$ cat src/include/lcd_ctl_pkg.sv
// constants and types for the segment lcd control block
// assumes an 8-bit register port and one system clock
package lcd_ctl_pkg;
    // register offsets
    localparam logic [7:0] A_CONTRAST = 8'h00;
    localparam logic [7:0] A_DISPCTL = 8'h01;
    localparam logic [7:0] A_PRESCALE = 8'h02;
    localparam logic [7:0] A_LADDER = 8'h03;
    localparam logic [7:0] A_SEGEN = 8'h10;
    localparam logic [7:0] A_PIXEL = 8'h40;
    // display control fields
    localparam int DC_EN = 7;
    localparam int DC_ACT = 6;
    localparam int DC_BIAS = 2;
    localparam int DC_CS = 0;
    // ladder control fields
    localparam int LR_A = 6;
    localparam int LR_B = 4;
    localparam int LR_DUR = 0;
    // reset values
    localparam logic [7:0] RST_CONTRAST = 8'h00;
    localparam logic [7:0] RST_DISPCTL = 8'h00;
    localparam logic [7:0] RST_PRESCALE = 8'h00;
    localparam logic [7:0] RST_LADDER = 8'h00;
    localparam logic [7:0] RST_SEGEN = 8'h00;
    // fixed dividers: system clock / 8 / 32 = / 256
    localparam logic [2:0] PREDIV_LAST = 3'h7;
    localparam logic [4:0] BASE_LAST = 5'h1F;
    // clock sources
    typedef enum logic [1:0] {CS_FOSC = 2'h0, CS_XTAL = 2'h1, CS_LFINT = 2'h2} clk_src_t;
    // bias modes
    typedef enum logic [1:0] {BIAS_STATIC = 2'h0, BIAS_HALF = 2'h1, BIAS_THIRD = 2'h2} bias_t;
    // ladder power codes
    typedef enum logic [1:0] {LAD_OFF = 2'h0, LAD_LOW = 2'h1, LAD_MED = 2'h2, LAD_HIGH = 2'h3} lad_pwr_t;
endpackage

$ cat src/verilog/lcd_ctl.sv
// segment lcd control: registers, clock choice, prescalers, ladder power
// assumes oscillator inputs already synchronous to REF_CLK
//
// What this block does
// contrast code sets ladder resistance sevenths
// contrast bits 7..3 read zero
// segment enable bit gives pin to driver
// pixel bits survive all clocked resets
// clock from fosc/256, crystal or internal
// fosc divide by 256 is fixed
// software enables crystal before selecting it
// oscillator sources keep running during sleep
// 4-bit frame prescaler divides 1 to 16
// static, half and third bias modes
// half bias shorts middle ladder resistor
// ladder low, medium, high or off
// ladder off while module inactive
// mode A after transition, then mode B
// duration field sets mode A length
// mode A timed by 5-bit base prescaler
// ladder register holds A, B, duration
// power codes off, low, medium, high
// duration restarts each frame transition
//
// Added by the designer: strobed register access and the register addresses.
`timescale 1ns/1ps
module lcd_ctl
    import lcd_ctl_pkg::*;
#(
    parameter int SEG_REGS = 8,
    parameter int PIX_REGS = 32
)(
    input wire logic REF_CLK,
    input wire logic SYS_RST,
    input wire logic [7:0] BUS_ADDR,
    input wire logic [7:0] BUS_WDATA,
    input wire logic BUS_WR,
    input wire logic BUS_RD,
    output logic [7:0] BUS_RDATA,
    input wire logic SLEEP,
    input wire logic XTAL_CLK_IN,
    input wire logic LFINT_CLK_IN,
    output logic [2:0] CONTRAST_SEL,
    output logic [SEG_REGS*8-1:0] SEG_PIN_ENABLE,
    output logic [PIX_REGS*8-1:0] PIXEL_ON,
    output logic [1:0] LADDER_POWER,
    output logic MID_SHORT,
    output logic [1:0] BIAS_MODE,
    output logic FRAME_TICK,
    output logic MODE_A_ACTIVE,
    output logic MODULE_ACTIVE
);
    // whole module state
    typedef struct packed {
        logic [2:0] cst; // contrast code
        logic en; // module enable
        logic [1:0] cs; // clock source
        logic [1:0] bias; // bias mode
        logic [3:0] lp; // frame prescale
        logic [1:0] lad_a; // mode A power
        logic [1:0] lad_b; // mode B power
        logic [2:0] dur; // mode A duration
        logic [SEG_REGS-1:0][7:0] seg; // segment enables
        logic [PIX_REGS-1:0][7:0] pix; // pixel bits
        logic [2:0] prediv; // system clock predivider
        logic [4:0] base; // 5-bit base prescaler
        logic [3:0] fcnt; // 4-bit frame prescaler
        logic xprev; // crystal input last value
        logic lprev; // internal osc last value
        logic mode_a; // mode A phase
        logic ftick; // frame transition pulse
        logic [1:0] ladder; // driven ladder power
        logic mid; // middle resistor short
        logic act; // module active flag
        logic [7:0] rdata; // read data
    } state_t;

    state_t st; // registered state
    state_t next_st; // next state
    logic src_tick; // one tick of selected source
    logic base_tick; // base prescaler wrap
    logic run; // timing allowed to advance

    // true when addr lies in a bank of n registers from base
    function automatic logic in_bank(input logic [7:0] addr, input logic [7:0] base, input int n);
        in_bank = (addr >= base) && (int'(addr - base) < n);
    endfunction

    // source tick and base tick
    always_comb
    begin
        case (st.cs)
            CS_XTAL: src_tick = XTAL_CLK_IN & ~st.xprev;
            CS_LFINT: src_tick = LFINT_CLK_IN & ~st.lprev;
            default: src_tick = (st.prediv == PREDIV_LAST);
        endcase
        // system clock stops in sleep, oscillators go on
        // code 3 runs from fosc too, so it stops as well
        run = st.en && !(SLEEP && st.cs != CS_XTAL && st.cs != CS_LFINT);
        base_tick = run && src_tick && (st.base == BASE_LAST);
    end

    // next state
    always_comb
    begin
        next_st = st;
        next_st.xprev = XTAL_CLK_IN;
        next_st.lprev = LFINT_CLK_IN;
        next_st.prediv = st.prediv + 3'h1; // fixed, not writable
        next_st.ftick = 1'b0;
        next_st.rdata = 8'h00;
        if (run && src_tick)
        begin
            next_st.base = st.base + 5'h01;
        end
        if (base_tick)
        begin
            // divide by lp + 1
            if (st.fcnt >= st.lp)
            begin
                next_st.fcnt = 4'h0;
                next_st.ftick = 1'b1;
            end
            else
            begin
                next_st.fcnt = st.fcnt + 4'h1;
            end
        end
        // mode A restarts at each transition, zero means never
        if (st.ftick)
        begin
            next_st.mode_a = (st.dur != 3'h0);
        end
        else if (st.base > {2'h0, st.dur})
        begin
            next_st.mode_a = 1'b0;
        end
        if (!st.en)
        begin
            next_st.mode_a = 1'b0;
            next_st.fcnt = 4'h0;
            next_st.base = 5'h00;
        end
        next_st.act = st.en;
        // ladder power with forced off
        if (!st.act)
        begin
            next_st.ladder = LAD_OFF;
        end
        else if (st.mode_a)
        begin
            next_st.ladder = st.lad_a;
        end
        else
        begin
            next_st.ladder = st.lad_b;
        end
        next_st.mid = (st.bias == BIAS_HALF);
        // register writes
        if (BUS_WR)
        begin
            if (BUS_ADDR == A_CONTRAST)
            begin
                next_st.cst = BUS_WDATA[2:0];
            end
            else if (BUS_ADDR == A_DISPCTL)
            begin
                next_st.en = BUS_WDATA[DC_EN];
                next_st.bias = BUS_WDATA[DC_BIAS+:2];
                next_st.cs = BUS_WDATA[DC_CS+:2];
            end
            else if (BUS_ADDR == A_PRESCALE)
            begin
                next_st.lp = BUS_WDATA[3:0];
            end
            else if (BUS_ADDR == A_LADDER)
            begin
                next_st.lad_a = BUS_WDATA[LR_A+:2];
                next_st.lad_b = BUS_WDATA[LR_B+:2];
                next_st.dur = BUS_WDATA[LR_DUR+:3];
            end
            else if (in_bank(BUS_ADDR, A_SEGEN, SEG_REGS))
            begin
                next_st.seg[BUS_ADDR - A_SEGEN] = BUS_WDATA;
            end
            else if (in_bank(BUS_ADDR, A_PIXEL, PIX_REGS))
            begin
                next_st.pix[BUS_ADDR - A_PIXEL] = BUS_WDATA;
            end
        end
        // register reads, data next cycle, unmapped read zero
        if (BUS_RD)
        begin
            if (BUS_ADDR == A_CONTRAST)
            begin
                next_st.rdata = {5'h00, st.cst};
            end
            else if (BUS_ADDR == A_DISPCTL)
            begin
                next_st.rdata = {st.en, st.act, 2'h0, st.bias, st.cs};
            end
            else if (BUS_ADDR == A_PRESCALE)
            begin
                next_st.rdata = {4'h0, st.lp};
            end
            else if (BUS_ADDR == A_LADDER)
            begin
                next_st.rdata = {st.lad_a, st.lad_b, 1'b0, st.dur};
            end
            else if (in_bank(BUS_ADDR, A_SEGEN, SEG_REGS))
            begin
                next_st.rdata = st.seg[BUS_ADDR - A_SEGEN];
            end
            else if (in_bank(BUS_ADDR, A_PIXEL, PIX_REGS))
            begin
                next_st.rdata = st.pix[BUS_ADDR - A_PIXEL];
            end
        end
        // reset all but pixel data
        if (SYS_RST)
        begin
            next_st.cst = RST_CONTRAST[2:0];
            next_st.en = RST_DISPCTL[DC_EN];
            next_st.cs = RST_DISPCTL[DC_CS+:2];
            next_st.bias = RST_DISPCTL[DC_BIAS+:2];
            next_st.lp = RST_PRESCALE[3:0];
            next_st.lad_a = RST_LADDER[LR_A+:2];
            next_st.lad_b = RST_LADDER[LR_B+:2];
            next_st.dur = RST_LADDER[LR_DUR+:3];
            next_st.seg = {SEG_REGS{RST_SEGEN}};
            next_st.pix = st.pix; // kept across reset
            next_st.prediv = 3'h0;
            next_st.base = 5'h00;
            next_st.fcnt = 4'h0;
            next_st.xprev = 1'b0;
            next_st.lprev = 1'b0;
            next_st.mode_a = 1'b0;
            next_st.ftick = 1'b0;
            next_st.ladder = LAD_OFF;
            next_st.mid = 1'b0;
            next_st.act = 1'b0;
            next_st.rdata = 8'h00;
        end
    end

    // state register
    always_ff @(posedge REF_CLK)
    begin
        st <= next_st;
    end

    // outputs straight from flops
    assign BUS_RDATA = st.rdata;
    assign CONTRAST_SEL = st.cst;
    assign SEG_PIN_ENABLE = st.seg;
    assign PIXEL_ON = st.pix;
    assign LADDER_POWER = st.ladder;
    assign MID_SHORT = st.mid;
    assign BIAS_MODE = st.bias;
    assign FRAME_TICK = st.ftick;
    assign MODE_A_ACTIVE = st.mode_a;
    assign MODULE_ACTIVE = st.act;
endmodule

$ cat config.mk
export PLATFORM = sky130hd
export DESIGN_NAME = lcd_ctl
export DESIGN_NICKNAME = d
export VERILOG_FILES = /design/src/include/lcd_ctl_pkg.sv /design/src/verilog/lcd_ctl.sv
export SDC_FILE = /design/constraint.sdc
export NUM_CORES = 1
export LEC_CHECK = 0
export ABC_AREA = 0
export BUFFER_PORTS_ARGS = -buffer_cell sky130_fd_sc_hd__buf_2
export CAP_MARGIN = 20
export CORE_MARGIN = 2
export CORE_UTILIZATION = 55
export DETAILED_ROUTE_END_ITERATION = 16
export GPL_TIMING_DRIVEN = 0
export PLACE_DENSITY_LB_ADDON = 0.3
export SLEW_MARGIN = 20
export SYNTH_ARGS = -nofsm -noshare
export SYNTH_HDL_FRONTEND = slang
export SYNTH_SLANG_ARGS = --single-unit
$ cat constraint.sdc
create_clock -name REF_CLK -period 3.7 [get_ports REF_CLK]
set_input_delay 0.37 -clock REF_CLK [delete_from_list [all_inputs] [get_ports REF_CLK]]
set_output_delay 0.37 -clock REF_CLK [all_outputs]
set_load 0.01 [all_outputs]
==> out/metrics.yaml <==
outcome:
  outcome: "finished clean"
sta:
  slew_headroom_pct: 27.1
  rsz0062_at_grt: "false"
  setup_slack_ns: 0.0777
  whs_ns: 0.0838
  setup_tns_ns: 0
  skew_ns: 0.0178
  setup_viol: 0
  min_period_ns: 3.62
  hold_viol: 0
  clock.fmax_mhz: 276
  worst_slew_pin_slew_ns: 1.09
  slew_violations: 0
  finalCritPeriodShare_pct: 97.9
finish:
  fin_util_pct: 67.3
  drive_gt1_share_pct: 45.1
  final_net_count: 1929
  area_growth_pct: 21.4
  fin_cells: 2359
yosys:
  synthCells: 1484
  ys_ff_latch: 367
  yosysWarnings: 0
  synth_common_cells: "buf_4 (345), edfxtp_1 (256), dfxtp_1 (111)"
  synth-async-reset-ratio_pct: 0
  syn_area_per_cell_um2: 12.1
  ys_seq_area_share_pct: 55.2
  syn_area_mm2: 0.0179
  synth_edf_count: 256
  synth_flop_cell: "edfxtp_1"
  synth_top_area_cell: "edfxtp_1"
  synth_nets: 1527
  synth_top_cell_area_share_pct: 42.8
  yosysMostFrequentCell: "buf_4"
  synthTopCellsByArea: "edfxtp_1 (43%), buf_4 (14%), dfxtp_1 (12%)"
  synth.distinct_cells: 65
critical_path:
  cp.arrival_ns: 3.81
  cp-end-kind: "flip-flop"
  required_ns: 3.89
  worst-path-max-fanout: 10
  crit_type: "input port to flip-flop"
  start_kind: "input port"
routing:
  drt_iter0_drc: 1514
  wire_per_inst_um: 25.2
  vias: 13600
  via_per_inst: 5.78
  wirelength_mm: 59.5
  drc: 0
  ant_nets: 0
  drtPass1Iterations: 7
global_routing:
  grt_use_total_pct: 34.1
  gr-total-overflow: 0
  grt_max_degree: 36
  antenna_found_initial: 0
  grt_pass1_vias: 12800
  grt_pass1_wl_mm: 83.4
floorplan:
  die-width_um: 185
  core.rowCount: 66
  core_area_mm2: 0.0324
  io_pins: 362
  fp.dieH_um: 185
  start_util_pct: 55.4
  die-area_mm2: 0.0341
min_path:
  hp-class: "input port to flip-flop"
place:
  dp_cells: 2287
  dp_slack_ns: -0.833
  hpwlAfterDp_mm: 42.9
  routabilityCongestion: 0.973
  port_buffers: 361
clock_network:
  worstSkewPairLatency_ns: 0.54
  post_cts_buffers: 0
  numCtsBuffers: 39
  cts.clk_slew.worst_paths_ns: 0.06
  clock-sinks: 367
  cts-root-buf: "clkbuf_16"
  h-tree-depth: 2
  cts_tree: "yes"
  clk_path_buf_depth: 3
power_and_ir_drop:
  ir_drop_mv: 0.333
  leakagePower_nw: 8.91
  power_density_mw_per_mm2: 399
flow_run:
  max-cap-violations: 0
==> power breakdown <==
part	switching (mW)	internal, mW
Sequential	0.00377	4.39
Clock	1.60	2.18
Combinational	0.371	0.144
==> critical path: stages <==
cell and delay, ns:
buf_2 0.14, clkbuf_1 0.27, buf_2 0.34, clkinv_1 0.32
ha_1 0.39, nand2b_1 0.16, a221oi_4 0.12, a211oi_4 0.46
and3_1 0.35, nand2_2 0.41, nor2_4 0.45
==> worst paths after layout <==
check	startpoint	to	slack, ns	cells past startpoint
worst min-delay path	XTAL_CLK_IN	st[15]	0.08	2
worst max register to register	st[361]	st[18]	1.11	7
worst min register to register	st[25]	st[25]	0.42	1
worst max-delay path	BUS_ADDR[4]	PIXEL_ON[85]	0.08	11
==> cell type report <==
| type | count | area (um^2) |
|---|---|---|
| fillers | 2435 | 10600 |
| diodes | 1 | 2.50 |
| inverters | 18 | 67.6 |
| repair buffers | 361 | 1810 |
| clock inverters | 17 | 148 |
| flip-flops and latches | 367 | 9910 |
| plain buffers | 408 | 2840 |
| well taps | 442 | 553 |
| multi-input cells | 691 | 5390 |
| clock buffers | 54 | 1070 |
==> per-stage QoR <==
stage          power (mW)  area (um^2)
3_3_place_gp         4.97        20300
5_1_grt              8.85        21800
6_report             8.69        21800
2_1_floorplan        4.74        17900
4_1_cts              8.65        21600
3_5_place_dp         4.97        20300
==> flip-flops by register name (all words and copies together) (netlist names) <==
name and count:
BUS_RDATA 8, LADDER_POWER 2, FRAME_TICK 1, BIAS_MODE 2, st 28, MODULE_ACTIVE 1, CONTRAST_SEL 3, SEG_PIN_ENABLE 64
PIXEL_ON 256, MID_SHORT 1, MODE_A_ACTIVE 1
==> kinds of logic after synthesis <==
| group | count (synthesis) | share of synthesized area (%) |
|---|---|---|
| buffers and inverters | 426 | 16.2 |
| flip-flops | 367 | 55.2 |
| AND/OR/NAND/NOR | 278 | 7.45 |
| AO/OA/AOI/OAI | 232 | 7.84 |
| multiplexers | 155 | 11.6 |
| adder cells (fa/ha/maj) | 20 | 1.39 |
| XOR/XNOR | 6 | 0.293 |
==> what timing repair did <==
action | CTS | global route
hold buffers | 0 | 0
endpoints found under the setup margin | 256 | 256
pin swaps | 0 | 0
resized for setup | 24 | 45
==> layer usage <==
metal | vias up | global-route usage, % | part of all wire [%]
met5 | - | 0 | 0
met4 | 0 | 13.2 | 3.8
met3 | 123 | 4.86 | 9.4
met2 | 866 | 54.9 | 48
met1 | 6815 | 47.3 | 39
li1 | 5842 | - | -
==> placed cells by master, fill, tap and decap left out, types with 5 or more instances in the layout <==
cell,count
nor3_1,14
ha_1,20
nor2b_1,8
o21ai_0,72
a21oi_1,76
nand3_1,19
a22oi_1,7
nor2_4,32
o32ai_1,6
nand2b_1,9
a211oi_1,7
buf_4,345
buf_2,373
nor2_1,70
dfxtp_1,111
buf_1,6
nand3b_1,6
and3_1,7
nand2_1,78
clkbuf_1,56
inv_1,17
o22ai_1,18
edfxtp_1,256
clkinv_1,8
clkbuf_16,40
mux4_2,42
a31oi_1,6
mux2i_1,110
o21ai_1,5
Power figures use the tool's default switching activity.
